==> src/core/input_converter_pkg.sv <==
`default_nettype none
package input_converter_pkg;

  // ****************************************************************
  // Widths and counts
  // ****************************************************************
  localparam int WORD_W = 30;
  localparam int CNT_W = 5;
  localparam logic [CNT_W-1:0] WORD_LAST = 5'h1D;   // Thirtieth bit index
  localparam logic [CNT_W-1:0] CNT_RESET = 5'h00;
  localparam logic [WORD_W-1:0] WORD_RESET = 30'h00000000;

  // ****************************************************************
  // Clocks and serial rates
  // ****************************************************************
  localparam longint SYS_CLK_HZ = 40000000;
  localparam longint INT_CLK_HZ = 2500000;
  localparam longint MIN_RATE_BPS = 8;
  localparam longint MAX_RATE_BPS = 256000;
  // Shortest bit period in system cycles; bit clock high and low each need >= 2
  localparam longint MIN_BIT_CYCLES = SYS_CLK_HZ / MAX_RATE_BPS;

  // ****************************************************************
  // Source select codes
  // ****************************************************************
  localparam logic [1:0] SRC_CMD_DECODER = 2'h0;
  localparam logic [1:0] SRC_SIG_PROC = 2'h1;
  localparam logic [1:0] SRC_IFACE_UNIT = 2'h2;

  // ****************************************************************
  // Synchronised vector layout
  // ****************************************************************
  localparam int SYNC_W = 5;
  localparam int SY_DATA = 0;
  localparam int SY_BITCLK = 1;
  localparam int SY_IE = 2;
  localparam int SY_IACK = 3;
  localparam int SY_RACK = 4;
  localparam logic [SYNC_W-1:0] SYNC_RESET = 5'h00;

  // ****************************************************************
  // Host handshake states
  // ****************************************************************
  typedef enum logic [2:0] {
    HS_IDLE,
    HS_WAIT_IE,
    HS_INTR,
    HS_REQ,
    HS_ACK_LOW
  } hs_state_t;

endpackage : input_converter_pkg
`default_nettype wire

==> src/core/pin_sync_if.sv <==
`timescale 1ns/1ps
`default_nettype none
// Agreed levels of the asynchronous pins, carried to the converter core
interface pin_sync_if;
  logic [input_converter_pkg::SYNC_W-1:0] level;

  modport producer (output level);
  modport consumer (input level);
endinterface : pin_sync_if
`default_nettype wire

==> src/core/pin_sync.sv <==
`timescale 1ns/1ps
`default_nettype none
module pin_sync #(
  parameter int W = 5
) (
  input wire logic clk,
  input wire logic sys_rst,
  input wire logic [W-1:0] pinIn,
  pin_sync_if.producer sync
);

  logic [W-1:0] stage1_r;
  logic [W-1:0] stage2_r;
  logic [W-1:0] stage3_r;
  logic [W-1:0] level_r;
  wire [W-1:0] agree;
  wire [W-1:0] level_nxt;

  // Stage one feeds stage two only; a change counts once stages two and three agree
  assign agree = ~(stage2_r ^ stage3_r);
  assign level_nxt = (agree & stage2_r) | (~agree & level_r);

  // Three-flop chain plus the accepted level
  always_ff @(posedge clk) begin
    if (sys_rst) begin
      stage1_r <= '0;
      stage2_r <= '0;
      stage3_r <= '0;
      level_r <= '0;
    end else begin
      stage1_r <= pinIn;
      stage2_r <= stage1_r;
      stage3_r <= stage2_r;
      level_r <= level_nxt;
    end
  end

  assign sync.level = level_r;

endmodule : pin_sync
`default_nettype wire

==> src/core/input_converter.sv <==
`timescale 1ns/1ps
`default_nettype none
module input_converter (
  input wire logic clk,
  input wire logic sys_rst,
  // Source choice, held steady by the user
  input wire logic [1:0] sourceSelect,
  // Serial sources, each with its own bit clock
  input wire logic cmdDecoderData,
  input wire logic cmdDecoderClk,
  input wire logic sigProcData,
  input wire logic sigProcClk,
  input wire logic ifaceUnitData,
  input wire logic ifaceUnitClk,
  // Host parallel input channel
  input wire logic hostIntrEnable,
  input wire logic hostIntrAck,
  input wire logic hostReadAck,
  output logic hostIntr,
  output logic wordReadyRequest,
  output logic [input_converter_pkg::WORD_W-1:0] hostData,
  // Diagnostics
  output logic wordOverrun
);

  // ****************************************************************
  // Source selection
  // ****************************************************************

  wire selData;
  wire selClk;
  wire isCmd;
  wire isSig;
  wire isIfu;

  // Unused select code gives a quiet line with no bit clock
  assign isCmd = (sourceSelect == input_converter_pkg::SRC_CMD_DECODER);
  assign isSig = (sourceSelect == input_converter_pkg::SRC_SIG_PROC);
  assign isIfu = (sourceSelect == input_converter_pkg::SRC_IFACE_UNIT);
  assign selData = (isCmd & cmdDecoderData) | (isSig & sigProcData) | (isIfu & ifaceUnitData);
  assign selClk = (isCmd & cmdDecoderClk) | (isSig & sigProcClk) | (isIfu & ifaceUnitClk);

  // ****************************************************************
  // Reclocking of all asynchronous inputs
  // ****************************************************************

  wire [input_converter_pkg::SYNC_W-1:0] rawPins;
  pin_sync_if syncBus ();

  // Pack data, bit clock and host handshake lines for the synchroniser
  assign rawPins[input_converter_pkg::SY_DATA] = selData;
  assign rawPins[input_converter_pkg::SY_BITCLK] = selClk;
  assign rawPins[input_converter_pkg::SY_IE] = hostIntrEnable;
  assign rawPins[input_converter_pkg::SY_IACK] = hostIntrAck;
  assign rawPins[input_converter_pkg::SY_RACK] = hostReadAck;

  // Data and bit clock pass together so their skew stays one cycle at most
  pin_sync #(
    .W(input_converter_pkg::SYNC_W)
  ) u_sync (
    .clk(clk),
    .sys_rst(sys_rst),
    .pinIn(rawPins),
    .sync(syncBus.producer)
  );

  wire dataLvl;
  wire bitClkLvl;
  wire ieLvl;
  wire iackLvl;
  wire rackLvl;

  assign dataLvl = syncBus.level[input_converter_pkg::SY_DATA];
  assign bitClkLvl = syncBus.level[input_converter_pkg::SY_BITCLK];
  assign ieLvl = syncBus.level[input_converter_pkg::SY_IE];
  assign iackLvl = syncBus.level[input_converter_pkg::SY_IACK];
  assign rackLvl = syncBus.level[input_converter_pkg::SY_RACK];

  // ****************************************************************
  // Bit clock edge detection
  // ****************************************************************

  logic bitClkPrev_r;
  wire bitEdge;

  // Rising bit clock marks a valid data bit
  // Each bit clock phase must last two cycles to pass the agree filter,
  // which leaves the slowest to fastest source rates far inside that limit
  assign bitEdge = bitClkLvl & ~bitClkPrev_r;

  // Previous bit clock level; idle low matches the quiet line after reset
  always_ff @(posedge clk) begin
    if (sys_rst) begin
      bitClkPrev_r <= 1'b0;
    end else begin
      bitClkPrev_r <= bitClkLvl;
    end
  end

  // ****************************************************************
  // Shift register and bit counter
  // ****************************************************************

  logic [input_converter_pkg::WORD_W-1:0] shift_r;
  logic [input_converter_pkg::CNT_W-1:0] bitCount_r;
  wire [input_converter_pkg::WORD_W-1:0] shift_nxt;
  wire [input_converter_pkg::CNT_W-1:0] bitCount_nxt;
  wire wordDone;

  // First bit received ends up in the top bit of the word
  assign shift_nxt = {shift_r[input_converter_pkg::WORD_W-2:0], dataLvl};
  assign wordDone = bitEdge & (bitCount_r == input_converter_pkg::WORD_LAST);
  assign bitCount_nxt = wordDone ? input_converter_pkg::CNT_RESET : bitCount_r + 5'h01;

  // Counter and shifter advance on bit clock edges only
  always_ff @(posedge clk) begin
    if (sys_rst) begin
      shift_r <= input_converter_pkg::WORD_RESET;
      bitCount_r <= input_converter_pkg::CNT_RESET;
    end else if (bitEdge) begin
      shift_r <= shift_nxt;
      bitCount_r <= bitCount_nxt;
    end
  end

  // ****************************************************************
  // Store one
  // ****************************************************************

  logic [input_converter_pkg::WORD_W-1:0] store1_r;

  // Copy in the same cycle as the last bit, well inside any bit period
  always_ff @(posedge clk) begin
    if (sys_rst) begin
      store1_r <= input_converter_pkg::WORD_RESET;
    end else if (wordDone) begin
      store1_r <= shift_nxt;
    end
  end

  // ****************************************************************
  // Handshake state and store two control
  // ****************************************************************

  input_converter_pkg::hs_state_t hsState_r;
  input_converter_pkg::hs_state_t hsState_nxt;
  logic pending_r;
  logic fresh_r;
  logic [input_converter_pkg::WORD_W-1:0] store2_r;
  logic overrun_r;
  wire busy;
  wire ackDone;
  wire loadDirect;
  wire loadPending;
  wire loadStore2;
  wire inIdle;
  wire inReq;
  wire inAckLow;
  wire holdWord;
  wire freshClear;

  // State decodes shared by store control and the sequencer
  assign inIdle = (hsState_r == input_converter_pkg::HS_IDLE);
  assign inReq = (hsState_r == input_converter_pkg::HS_REQ);
  assign inAckLow = (hsState_r == input_converter_pkg::HS_ACK_LOW);

  // A readout runs from the interrupt decision until the acknowledge is seen
  assign busy = ~inIdle & ~inAckLow;
  assign ackDone = inReq & rackLvl;
  assign loadDirect = wordDone & ~busy;
  // A held word goes over once the readout finishes; a new word arriving then is newer
  assign loadPending = pending_r & ~busy & ~wordDone;
  assign loadStore2 = loadDirect | loadPending;
  // A word that lands mid-readout waits in store one
  assign holdWord = wordDone & busy;
  // Fresh flag is spent as the sequencer leaves idle for it
  assign freshClear = inIdle & fresh_r;

  // Store two feeds the host lines and is frozen while a readout runs
  always_ff @(posedge clk) begin
    if (sys_rst) begin
      store2_r <= input_converter_pkg::WORD_RESET;
    end else if (loadDirect) begin
      store2_r <= shift_nxt;
    end else if (loadPending) begin
      store2_r <= store1_r;
    end
  end

  // Word waiting in store one; a new word wins over the clear
  always_ff @(posedge clk) begin
    if (sys_rst) begin
      pending_r <= 1'b0;
    end else if (holdWord) begin
      pending_r <= 1'b1;
    end else if (loadStore2) begin
      pending_r <= 1'b0;
    end
  end

  // Store two holds a word whose readout the sequencer has not yet started
  always_ff @(posedge clk) begin
    if (sys_rst) begin
      fresh_r <= 1'b0;
    end else if (loadStore2) begin
      fresh_r <= 1'b1;
    end else if (freshClear) begin
      fresh_r <= 1'b0;
    end
  end

  // Sticky flag: store one overwritten mid-readout before its word reached the host
  always_ff @(posedge clk) begin
    if (sys_rst) begin
      overrun_r <= 1'b0;
    end else if (holdWord & pending_r) begin
      overrun_r <= 1'b1;
    end
  end

  // ****************************************************************
  // Host handshake sequencer
  // ****************************************************************

  // Next state of the interrupt, request and acknowledge sequence
  always_comb begin
    hsState_nxt = hsState_r;
    unique case (hsState_r)
      input_converter_pkg::HS_IDLE: begin
        if (fresh_r) begin
          hsState_nxt = input_converter_pkg::HS_WAIT_IE;
        end
      end
      input_converter_pkg::HS_WAIT_IE: begin
        if (ieLvl) begin
          hsState_nxt = input_converter_pkg::HS_INTR;
        end
      end
      input_converter_pkg::HS_INTR: begin
        if (iackLvl) begin
          hsState_nxt = input_converter_pkg::HS_REQ;
        end
      end
      input_converter_pkg::HS_REQ: begin
        if (ackDone) begin
          hsState_nxt = input_converter_pkg::HS_ACK_LOW;
        end
      end
      input_converter_pkg::HS_ACK_LOW: begin
        // Wait for the acknowledge to fall so one pulse never counts twice
        if (~rackLvl) begin
          hsState_nxt = input_converter_pkg::HS_IDLE;
        end
      end
    endcase
  end

  // Sequencer state; reset returns it to idle
  always_ff @(posedge clk) begin
    if (sys_rst) begin
      hsState_r <= input_converter_pkg::HS_IDLE;
    end else begin
      hsState_r <= hsState_nxt;
    end
  end

  // ****************************************************************
  // Host outputs
  // ****************************************************************

  logic hostIntr_r;
  logic wordReadyRequest_r;
  wire intr_nxt;
  wire req_nxt;
  wire nextIsIntr;
  wire nextIsReq;

  // Outputs follow the next state so they move on the same edge as the sequencer
  assign nextIsIntr = (hsState_nxt == input_converter_pkg::HS_INTR);
  assign nextIsReq = (hsState_nxt == input_converter_pkg::HS_REQ);
  // Both lines fall together on the acknowledge
  assign intr_nxt = nextIsIntr | nextIsReq;
  assign req_nxt = nextIsReq;

  // Registered host lines; reset drops both
  always_ff @(posedge clk) begin
    if (sys_rst) begin
      hostIntr_r <= 1'b0;
      wordReadyRequest_r <= 1'b0;
    end else begin
      hostIntr_r <= intr_nxt;
      wordReadyRequest_r <= req_nxt;
    end
  end

  assign hostIntr = hostIntr_r;
  assign wordReadyRequest = wordReadyRequest_r;
  assign hostData = store2_r;
  assign wordOverrun = overrun_r;

endmodule : input_converter
`default_nettype wire

==> config.mk <==
export PLATFORM = sky130hd
export DESIGN_NAME = input_converter
export DESIGN_NICKNAME = d
export VERILOG_FILES = /design/src/core/input_converter_pkg.sv /design/src/core/pin_sync_if.sv /design/src/core/pin_sync.sv /design/src/core/input_converter.sv
export SDC_FILE = /design/constraint.sdc
export NUM_CORES = 1
export LEC_CHECK = 0
export BUFFER_PORTS_ARGS = -buffer_cell sky130_fd_sc_hd__buf_4
export CAP_MARGIN = 20
export CORE_MARGIN = 4
export CORE_UTILIZATION = 49
export CTS_CLUSTER_SIZE = 25
export DETAILED_ROUTE_END_ITERATION = 10
export HOLD_SLACK_MARGIN = 0.06
export MAX_ROUTING_LAYER = met4
export PLACE_DENSITY = 0.67
export SYNTH_ARGS = -nofsm -noshare
export SYNTH_HDL_FRONTEND = slang
export SYNTH_SLANG_ARGS = --single-unit
export TNS_END_PERCENT = 5
==> constraint.sdc <==
create_clock -name clk -period 1.51 [get_ports clk]
set_input_delay 0.302 -clock clk [delete_from_list [all_inputs] [get_ports clk]]
set_output_delay 0.302 -clock clk [all_outputs]
set_load 0.01 [all_outputs]
== Word level (Yosys, flattened, before mapping) ==
Index checks and enable logic that the tools add are counted.

* $add $sub $neg: 1
* Equal/unequal tests: 9
* Muxes and demuxes: 13
* Bitwise gates (word level): 33
* Reductions and logical operators: 5

{| class="wikitable"
|+ Operators with widths
! cell !! number
|-
| $mux 30 || 2
|-
| $and 1x1->1 || 16
|-
| $mux 3 || 5
|-
| $pmux 3 s5 || 1
|-
| $eq 3x2->1 const B || 4
|-
| $and 5x5->5 || 2
|-
| $not 5->5 || 2
|-
| $or 1x1->1 || 6
|-
| $reduce_bool 2->1 || 3
|-
| $add 5x1->5 const B || 1
|-
| $eq 5x5->1 const B || 1
|-
| $mux 5 || 1
|-
| $not 1->1 || 5
|-
| $or 5x5->5 || 1
|-
| $xor 5x5->5 || 1
|-
| $mux 1 || 4
|-
| $eq 3x1->1 const B || 1
|-
| $eq 3x3->1 const B || 1
|-
| $logic_not 3->1 || 1
|-
| $eq 2x1->1 const B || 1
|-
| $eq 2x2->1 const B || 1
|-
| $logic_not 2->1 || 1
|}

* Flip-flop bits (word level): 123
* Input port bits: 13
* Output and inout port bits: 33
* Word-level logic and storage cells: 76

== Longest topological paths before layout ==
Gate-level depths: netlist of the first run.

* Word-level depth: 9
* Gate-level depth with buffers: 7
* Mapped depth without buffers: 5

== By module ==
From an unflattened synthesis of the first run, not the netlist that was laid out.

* Cell total of the unflattened synthesis: 558
* Area, all modules: 4877.2 µm²

{| class="wikitable"
|+ Modules (own cells, without submodules)
! module !! instances !! cells each !! area each (µm²) !! seq. area each (µm²)
|-
| input_converter || 1 || 506 || 4230.3 || 2062.0
|-
| pin_sync || 1 || 52 || 646.9 || 400.4
|}

== Worst setup path before layout of the first run ==
No wires, ideal clock.

* Kind: reg2reg
* Start: register bitCount_r[1] (netlist bit)
* End: register store2_r (netlist bit hostData[13])
* Library setup time: 0.058 ns
* Arrival time: 1.381 ns
* Data required time: 1.452 ns
* Slack: 0.070 ns
* Cell stages (with the launch flop): 8
* Buffers on the path: 2
* Clock period less this slack: 1.440 ns
* Cell sequence: dfxtp_1 inv_1 ha_1 and3_4 buf_6 buf_6 a211oi_1 o22a_1

* Cells in the longest elaborated chain, start to end: 5
* Elaborated cells on any way between the ends: 7
* Classes of those cells: 1 x eq/ne; 1 x mux; 4 x bitwise; 1 x reduce/logical

{| class="wikitable"
|+ Ends and longest elaborated chain
! element !! RTL line !! text
|-
| start: declaration || input_converter.sv:105 || <nowiki>logic [input_converter_pkg::CNT_W-1:0] bitCount_r;</nowiki>
|-
| start signal: assignment || input_converter.sv:119 || <nowiki>bitCount_r <= input_converter_pkg::CNT_RESET;</nowiki>
|-
| start signal: assignment || input_converter.sv:122 || <nowiki>bitCount_r <= bitCount_nxt;</nowiki>
|-
| $eq 5x5->1 * || input_converter.sv:112 || <nowiki>assign wordDone = bitEdge & (bitCount_r == input_converter_pkg::WORD_LAST);</nowiki>
|-
| $and 1x1->1 * || input_converter.sv:112 ||
|-
| $not 1->1 || input_converter.sv:172 || <nowiki>assign loadPending = pending_r & ~busy & ~wordDone;</nowiki>
|-
| $and 1x1->1 || input_converter.sv:172 ||
|-
| $reduce_bool 2->1 (no line) || - ||
|-
| end signal: assignment || input_converter.sv:182 || <nowiki>store2_r <= input_converter_pkg::WORD_RESET;</nowiki>
|-
| end signal: assignment || input_converter.sv:184 || <nowiki>store2_r <= shift_nxt;</nowiki>
|-
| end signal: assignment || input_converter.sv:186 || <nowiki>store2_r <= store1_r;</nowiki>
|-
| end: declaration || input_converter.sv:149 || <nowiki>logic [input_converter_pkg::WORD_W-1:0] store2_r;</nowiki>
|}

Every way passes the cells marked *; elsewhere a longest branch is shown, timed or not.
A chain may end at the register's enable or synchronous reset.

== Final worst setup path of the first run ==
* Start: register bitClkPrev_r
* End: register store2_r (netlist bit hostData[28])

* Cells in the longest elaborated chain, start to end: 6
* Elaborated cells on any way between the ends: 8
* Classes of those cells: 1 x mux; 6 x bitwise; 1 x reduce/logical

{| class="wikitable"
|+ Ends and longest elaborated chain
! element !! RTL line !! text
|-
| start: declaration || input_converter.sv:83 || <nowiki>logic bitClkPrev_r;</nowiki>
|-
| start signal: assignment || input_converter.sv:96 || <nowiki>bitClkPrev_r <= bitClkLvl;</nowiki>
|-
| $not 1->1 * || input_converter.sv:89 || <nowiki>assign bitEdge = bitClkLvl & ~bitClkPrev_r;</nowiki>
|-
| $and 1x1->1 * || input_converter.sv:89 ||
|-
| $and 1x1->1 * || input_converter.sv:112 ||
|-
| $not 1->1 || input_converter.sv:172 ||
|-
| $and 1x1->1 || input_converter.sv:172 ||
|-
| $reduce_bool 2->1 (no line) || - ||
|}

Marks and branches as above.

==> results of run 1 <==
## state kept, by name, indices dropped and copies added, names as in the netlist, named ones only
name and flops:
pending_r 1, u_sync.stage3_r 5, bitClkPrev_r 1, u_sync.stage1_r 5
hostData 30, wordReadyRequest 1, wordOverrun 1, store1_r 30
shift_r 29, bitCount_r 5, hsState_r 3, fresh_r 1
u_sync.stage2_r 5, hostIntr 1
## power by group
group	internal, µW	switching [µW]	leakage, µW	total [µW]
combinational	72.4	90.1	0.00112	162
sequential	3260	6.05	0.000993	3270
clock	2420	1430	0.000276	3840
## layout make-up
type                       count  area (µm²)
clock inverter                11         121
clock buffer                  20         445
timing repair buffer          78         744
inverter                      31         116
sequential                   123        2460
multi-input combinational    392        2170
fill                         822        3550
tap                          133         166
## metrics by stage
stage | hold WS [ps] | cells | setup TNS [ps]
after global routing | 88.5 | 788 | -1120
after detailed placement | 429 | 746 | -2.42
after CTS | 76.7 | 783 | 0
after global placement | 415 | 746 | 0
final | 105 | 788 | 0
after floorplan | 414 | 593 | 0
## cell usage after synthesis, drive strengths merged
master  instances  share of area, %
a211oi         30               4.6
a21oi          68               6.9
a221o           1              0.20
a221oi          1              0.31
a22oi           1              0.15
a31o            1              0.18
a31oi           2              0.25
a41o            1              0.43
and2            3              0.38
and2b           1              0.15
and3            1              0.23
and4b           1              0.28
buf            27               3.6
clkbuf         21               1.6
dfxtp         123                50
ha              2              0.51
inv            31               2.4
mux2i           2              0.41
nand2         127               9.7
nand2b          2              0.25
nand3           3              0.41
nand3b          2              0.31
nand4           2              0.25
nor2           42               3.3
nor2b          19               2.4
nor3           35               3.6
nor4bb          1              0.20
o21ai           8              0.81
o21ba           1              0.20
o22a           30               5.3
or2             1              0.13
xnor2           1              0.18
xor2            2              0.36
## worst max-delay path by stage
| stage | slack, ps | depth (start not counted) | to | start |
|---|---|---|---|---|
| after floorplan | 70 | 7 | hostData[13] | bitCount_r[1] |
| after global placement | 50 | 5 | hostData[28] | bitClkPrev_r |
| after detailed placement | -2 | 5 | hostData[5] | bitClkPrev_r |
| after CTS | 9 | 5 | hostData[5] | bitClkPrev_r |
| after global routing | -70 | 5 | hostData[26] | bitClkPrev_r |
| final | 0.6 | 5 | hostData[28] | bitClkPrev_r |
## cell usage in the layout (no fill, tap or decap), types with 2 or more instances in the layout
master and n:
nand2_1 127, dfxtp_1 122, a21oi_1 68, buf_4 60, nor2_1 41, inv_1 31, o22a_1 30, nor3_1 28
a211oi_1 27, nor2b_1 18, clkbuf_16 18, o21ai_0 8, buf_12 8, nor3_2 7, dlygate4sd3_1 5, clkinv_2 4
a211oi_2 3, clkbuf_8 3, clkinv_4 3, buf_6 3, mux2i_1 2, and2_1 2, a41o_4 2, nand2b_1 2
nand3_1 2, nand3b_1 2, nand4_1 2, xor2_1 2, a31oi_1 2, clkinvlp_4 2, bufinv_16 2
## kinds of logic after synthesis
logic type,share of synthesized area [%]
simple gates,21.5
compound gates,19.4
xor+xnor,0.534
flops,50.1
mux,0.407
buf+inv,7.60
fa+ha+maj,0.509
## routing by layer
metal  part of all wire [%]  vias to the layer above  global-route usage, %
li1                       -                     2106                      -
met1                     45                     1986                   22.3
met2                     48                      101                   32.8
met3                    5.4                       17                   5.67
met4                    1.5                        0                   6.22
met5                      0                        -                      -
## worst reg2reg max path: stages, from the launching register on
cell and delay (ps):
dfxtp_2 320, and4b_4 370, and3_4 280, buf_12 160
a211oi_1 60, o22a_1 210
## timing repair
item | CTS | global route
setup buffers | 1 | 2
endpoints found under the setup margin | 2 | 33
cloned | 0 | 3
gates resized for setup | 0 | 19
pin swaps | 1 | 19
endpoints found under the hold margin | 5 | 0
hold buffers | 5 | 0
==> impl_metrics.yaml, run 1 <==
synthesis:
  syn-cell-area_um2: 4920
  ys_seq_area_share_pct: 50.1
  postSynthAreaPerCell_um2: 8.30
  synth_cells: 593
  ys_warn_count: 0
  ys_ff_latch: 123
  yosysUniqueCellTypes: 40
  syn_nets: 608
worst_setup_path:
  max_stage_delay_ps: 370
  worst_path_max_delay_cell: "and4b_4"
  critPathBufInv: 1
  critPathTopFamily: "simple AND/OR/NAND/NOR gates"
  worstPathRequired_ps: 1910
  rrSetupSlack_ps: 0.6
  startpoint_type: "register"
  path_cells: "and4b_4 > and3_4 > buf_12 > a211oi_1 > o22a_1"
  crit_type: "register to register"
  r2r-start: "bitClkPrev_r"
  path_max_fanout: 15
  reg2regPathDepth: 5
  endpoint_kind: "register"
  arrival_ps: 1910
  reg2reg_to: "hostData[28]"
floorplan:
  pin_count: 46
  start_util_pct: 50.3
  rows: 36
  die_area_um2: 11700
  core-area_um2: 9770
  dieWidth_um: 108
  die_h_um: 108
clocking:
  cts_buffers: 17
  tritoncts: "yes"
  cts_sinks: 123
  cts-root-buf: "clkbuf_8"
  clock_latency_ps: 510
  htree_levels: 4
  clkTransAtPathRegs_ps: 60
  cts_buffer_depth: 2
place:
  placed_cell_area_um2: 5440
  numPortBuffers: 45
  gp_congestion: 0.747
  place_worst_setup_slack_ps: -2.42
  place_hpwl_um: 6100
global_route:
  grt.total_usage_pct: 19.4
  grt_max_degree: 78
  grt_pass1_vias: 3891
  antenna_found_initial: 0
  grt_pass1_wl_um: 17700
  overflow: 0
drt:
  num_vias: 4210
  drt.antenna.violating_nets: 0
  firstDrtPassIters: 5
  wl_um: 10900
  viasPerCell: 5.34
  drc_errors: 0
  routedWlPerCell_um: 13.8
  drtIter0Drc: 210
power:
  power_density_nw_per_um2: 1170
  leakage_uw: 0.00239
  peakVddDrop_mv: 0.647
  power_uw: 7280
sta:
  finalCritPeriodShare_pct: 100
  slew_viol_final: 0
  fmax_mhz: 663
  setup_viol: 0
  finalWorstSetupSlack_ps: 0.579
  tightestPinTransition_ps: 347
  post-route-min-period_ps: 1510
  hold_viol_final: 0
  slew-limit-headroom_pct: 76.6
  finalClockSkew_ps: 8.59
  rsz0062_at_grt: "yes"
hold_path:
  hold_path.startpoint: "sourceSelect[1]"
  holdPathEnd: "u_sync.stage1_r[0]"
  holdCritPathClass: "input pin to register"
  min_path_cells: 4
finish:
  final_util_pct: 63.7
  finalNetCount: 658
  area_growth_pct: 26.5
  drive_gt1_share_pct: 19.1
  finish.instance_area_um2: 6220
  antennaDiodeCount: 0
status:
  status: "finished, final reports clean"
job:
  max-cap-violations: 0
(Power assumes the default switching activity.)
==> run 2, diff against run 1 <==
CORE_UTILIZATION = 30   (was 49)
PLACE_DENSITY = 0.45   (was 0.67)
==> run 2 against run 1 <==
  * Setup slack better by 1.2 ps
  * Non-clock buffer count is 4 lower
  * Via count is 3.0% lower
  * Count of clock-buffer cells in the layout is 2 higher
  * Total power is 2.8% higher
  * Sequential power hardly changed
  * Critical path type unchanged
  * Critical endpoint is now hostData[12]
  * Highest routed layer unchanged
==> impl_metrics.yaml, run 2 (synthesis results as in run 1) <==
worst_setup_path:
  worstPathRequired_ps: 1870
  max_stage_delay_ps: 320
  reg2regPathDepth: 6
  worst_path_max_delay_cell: "dfxtp_1"
  arrival_ps: 1860
  path_max_fanout: 15
  crit_type: "register to register"
  reg2reg_to: "hostData[12]"
  rrSetupSlack_ps: 2
  path_cells: "inv_1 > ha_1 > and3_4 > buf_12 > a211oi_1 > o22a_1"
  startpoint_type: "register"
  r2r-start: "bitCount_r[1]"
  endpoint_kind: "register"
finish:
  mostFrequentLayoutCells: "nand2_1, dfxtp_1, a21oi_1"
  antennaDiodeCount: 0
  layout_commonest_cell: "nand2_1"
  finalNetCount: 653
  area_growth_pct: 28.2
  fillers: 1626
  drive_gt1_share_pct: 20.0
sta:
  tightestPinTransition_ps: 390
  finalCritPeriodShare_pct: 99.9
  hold_viol_final: 0
  finalSetupTns_ps: 0
  finalWorstSetupSlack_ps: 1.73
  slew-limit-headroom_pct: 73.6
  setup_viol: 0
  fmax_mhz: 663
  rsz0062_at_grt: "yes"
  finalClockSkew_ps: 8.19
  slew_viol_final: 0
  post-route-min-period_ps: 1510
floorplan:
  core-area_um2: 16000
  dieWidth_um: 136
  pin_count: 46
  die_area_um2: 18500
  die_h_um: 136
  start_util_pct: 30.7
  rows: 46
clocking:
  htree_levels: 4
  cts_buffer_depth: 2
  clock_latency_ps: 410
  cts_buffers: 17
  cts_sinks: 123
  holdBufCountCts: 0
  tritoncts: "yes"
  cts-root-buf: "clkbuf_16"
  clkTransAtPathRegs_ps: 50
place:
  place_worst_setup_slack_ps: 1.58
  numPortBuffers: 45
  place_hpwl_um: 6880
  gp_congestion: 0.736
hold_path:
  min_path_cells: 2
  holdPathEnd: "u_sync.stage1_r[3]"
  hold_path.startpoint: "hostIntrAck"
  holdCritPathClass: "input pin to register"
power:
  leakage_uw: 0.00238
  p_sw_share_pct: 19.9
  pwr-share-seq_pct: 43.7
  power_density_nw_per_um2: 1190
  p_comb_share_pct: 2.2
  p_int_uw: 5990
  peakVddDrop_mv: 0.735
  p_switching_uw: 1490
  p_clk_share_pct: 54.0
drt:
  drt-met1-wl_um: 5640
  routedWlPerCell_um: 13.4
  num_vias: 4085
  drt.antenna.violating_nets: 0
  wl_um: 11600
  wl_met3_um: 355
  firstDrtPassIters: 4
  viasPerCell: 4.72
  wl_met2_um: 5400
  drc_errors: 0
  top_layer_used: "met4"
  drtIter0Drc: 215
global_route:
  grt_pass1_wl_um: 19100
  grt.total_usage_pct: 13.3
  overflow: 0
  grt_max_degree: 52
  antenna_found_initial: 0
  grt_pass1_vias: 3869
status:
  status: "finished, final reports clean"
job:
  max-cap-violations: 0
## run 2: cell count changes in the layout (fill, tap and decap cells not counted), moves of 3 or more
cell and delta:
clkinv_4 -3, dlygate4sd3_1 -5, a211oi_2 +7, a211oi_1 -7
buf_6 -3, buf_4 +3
## run 2: per-stage QoR
| stage | instances | utilization, % | power (µW) | instance area (µm²) | hold slack (ps) |
|---|---|---|---|---|---|
| floorplan | 593 | - | 3440 | 4920 | 414 |
| global placement | 833 | 35.0 | 3500 | 5600 | 419 |
| detailed placement | 833 | 35.0 | 3500 | 5600 | 423 |
| CTS | 864 | 38.6 | 7590 | 6180 | 78.9 |
| global route | 866 | 39.4 | 7730 | 6310 | 91.3 |
| finish | 866 | 39.4 | 7480 | 6310 | 98.7 |
## run 2: power by group through the flow
| stage | sequential, µW | clock [µW] | combinational [µW] |
|---|---|---|---|
| 6_report | 3270 | 4040 | 168 |
| 2_1_floorplan | 3340 | 0 | 101 |
| 3_5_place_dp | 3340 | 0 | 162 |
| 3_3_place_gp | 3340 | 0 | 158 |
| 4_1_cts | 3270 | 4150 | 162 |
| 5_1_grt | 3270 | 4270 | 186 |
## run 2: area by class of cell
type,instances,area [µm²],area share [%]
clock buffer,22,464,7.36
clock inverter,9,120,1.90
inverter,31,116,1.84
multi-input combinational,391,2180,34.5
sequential,123,2460,39.1
tap,216,270,4.28
timing repair buffer,74,698,11.1
## run 2: critical path: cells and delay by family, from the launching register on
family | cells | cell delay, ps
buffers and inverters | 2 | 200
AND/OR/NAND/NOR | 1 | 240
AO/OA/AOI/OAI | 2 | 440
flip-flops | 1 | 320
adder cells (fa/ha/maj) | 1 | 230
## run 2: how the worst max path moves through the flow
stage              endpoint           from
6_report       hostData[12]  bitCount_r[1]
5_1_grt        hostData[12]  bitCount_r[1]
4_1_cts         hostData[3]   bitClkPrev_r
3_5_place_dp   hostData[12]   bitClkPrev_r
3_3_place_gp   hostData[12]   bitClkPrev_r
2_1_floorplan  hostData[13]  bitCount_r[1]
## run 2: metal layers
metal  global-route usage (%)  vias up
li1                         -     2092
met1                     16.4     1919
met2                     20.6       58
met3                     3.66       16
met4                     5.43        0
met5                        -        -
## run 2: repair_timing
| action | CTS | global route |
|---|---|---|
| cloned | 0 | 1 |
| pin swaps | 0 | 19 |
| endpoints found under the setup margin | 2 | 27 |
| gates resized for setup | 1 | 19 |
| setup buffers | 0 | 1 |
==> run 3, diff against run 2 <==
PLACE_DENSITY = 0.43   (was 0.45)
clock period = 1.5 ns   (was 1.51 ns; I/O delays follow)
==> run 3 against run 2 <==
  * The flow now finishes with violations (setup timing)
  * Critical path depth decreased by 1
  * First-iteration DRC count grew 14%
  * Worst hold slack better by 0.79 ps
  * Highest routed layer unchanged
==> impl_metrics.yaml, run 3 (synthesis results as in run 1) <==
sta:
  fmax_mhz: 652
  rsz0062_at_grt: "yes"
  hold_viol_final: 0
  finalClockSkew_ps: 7.06
  setup_viol: 24
  tightestPinTransition_ps: 360
  finalCritPeriodShare_pct: 102
  post-route-min-period_ps: 1530
  finalWorstSetupSlack_ps: -33.0
  slew-limit-headroom_pct: 76.0
  worst_hold_slack_ps: 99.5
  slew_viol_final: 0
global_route:
  grt.total_usage_pct: 12.9
  grt_pass1_wl_um: 18500
  grt_max_degree: 64
  overflow: 0
  antenna_found_initial: 0
  grt_pass1_vias: 3884
finish:
  final_cells: 871
  seq_area_um2: 2460
  mostFrequentLayoutCells: "nand2_1, dfxtp_1, a21oi_1"
  antennaDiodeCount: 0
  layout_commonest_cell: "nand2_1"
  finish.instance_area_um2: 6440
  drive_gt1_share_pct: 19.5
  final_util_pct: 40.2
  finalNetCount: 658
  multiInputGateArea_um2: 2150
  area_growth_pct: 30.9
  fillers: 1632
place:
  numPortBuffers: 45
  place_hpwl_um: 6840
  gp_congestion: 0.758
  place_worst_setup_slack_ps: -7.76
  placed_cell_area_um2: 5580
  dp.cells: 830
hold_path:
  hold_path.startpoint: "hostIntrEnable"
  min_path_cells: 2
  holdPathEnd: "u_sync.stage1_r[2]"
  holdCritPathClass: "input pin to register"
drt:
  viasPerCell: 4.78
  routedWlPerCell_um: 13.9
  drt.antenna.violating_nets: 0
  wl_um: 12100
  firstDrtPassIters: 4
  num_vias: 4162
  drc_errors: 0
  drtIter0Drc: 245
floorplan:
  dieWidth_um: 136
  core-area_um2: 16000
  pin_count: 46
  die_h_um: 136
  start_util_pct: 30.7
  rows: 46
  die_area_um2: 18500
worst_setup_path:
  worst_path_max_delay_cell: "and4b_4"
  max_stage_delay_ps: 390
  arrival_ps: 1840
  path_max_fanout: 8
  worstSetupStartpoint: "bitClkPrev_r"
  endpoint_kind: "register"
  worstPathRequired_ps: 1800
  rrSetupSlack_ps: -30
  path_cells: "and4b_4 > and3_4 > buf_12 > a211oi_2 > o22a_1"
  r2r-start: "bitClkPrev_r"
  crit_type: "register to register"
  reg2reg_to: "hostData[28]"
  startpoint_type: "register"
  reg2regPathDepth: 5
clocking:
  cts_sinks: 123
  htree_levels: 4
  cts_buffers: 17
  clock_latency_ps: 410
  tritoncts: "yes"
  cts_buffer_depth: 2
  clkTransAtPathRegs_ps: 60
  cts-root-buf: "clkbuf_16"
power:
  leakage_uw: 0.00244
  power_density_nw_per_um2: 1200
  peakVddDrop_mv: 0.803
status:
  status: "finished with violations"
  violations: "setup timing"
job:
  max-cap-violations: 0
==> run 3: cell types whose count changed in the layout (fill, tap and decap cells not counted), sizes merged <==
cell	before	now
buf	73	72
clkbuf	23	30
and3	1	2
clkinv	6	2
clkinvlp	0	1
dlygate4sd3	0	1
==> run 3: per-stage QoR <==
stage,power (µW),TNS [ps]
floorplan,3460,0
global placement,3510,0
detailed placement,3520,-22.8
CTS,7830,0
global route,7990,-2920
finish,7710,-403
==> run 3: area by class of cell <==
cell class	count	share of cell area, %
Clock inverter	6	1.67
Multi-Input combinational cell	392	33.5
Tap cell	216	4.20
Clock buffer	25	8.00
Timing Repair Buffer	78	12.6
Inverter	31	1.81
Sequential cell	123	38.3
==> run 3: repair_timing <==
action,in CTS,in global routing
endpoints found under the setup margin,13,33
hold buffers,1,0
setup buffers,0,1
pin swaps,1,26
resized for setup,1,15
cloned,0,8
endpoints found under the hold margin,1,0
==> run 3: per-layer routing <==
layer	up-vias	track usage (%)	wire [µm]
li1	2105	-	-
met1	1967	15.7	5860
met2	74	19.9	5620
met3	16	3.55	400
met4	0	5.54	214
met5	-	-	0
==> run 3: report_power, final <==
part | switching, µW | internal, µW
clock network | 1390 | 2860
logic | 92.3 | 69.9
registers | 5.80 | 3290
total | 1490 | 6220
==> run 3: worst max path at each step <==
stage,to,depth (start not counted)
after global placement,hostData[10],5
after CTS,hostData[1],5
final,hostData[28],5
after detailed placement,hostData[10],5
after floorplan,hostData[13],7
after global routing,hostData[1],5
==> run 3: critical path: cells and delay by family, from the launching register on <==
kind                   cells  cell delay, ps
AND/OR/NAND/NOR            2             710
AO/OA/AOI/OAI              2             240
flip-flops                 1             320
buffers and inverters      1             160
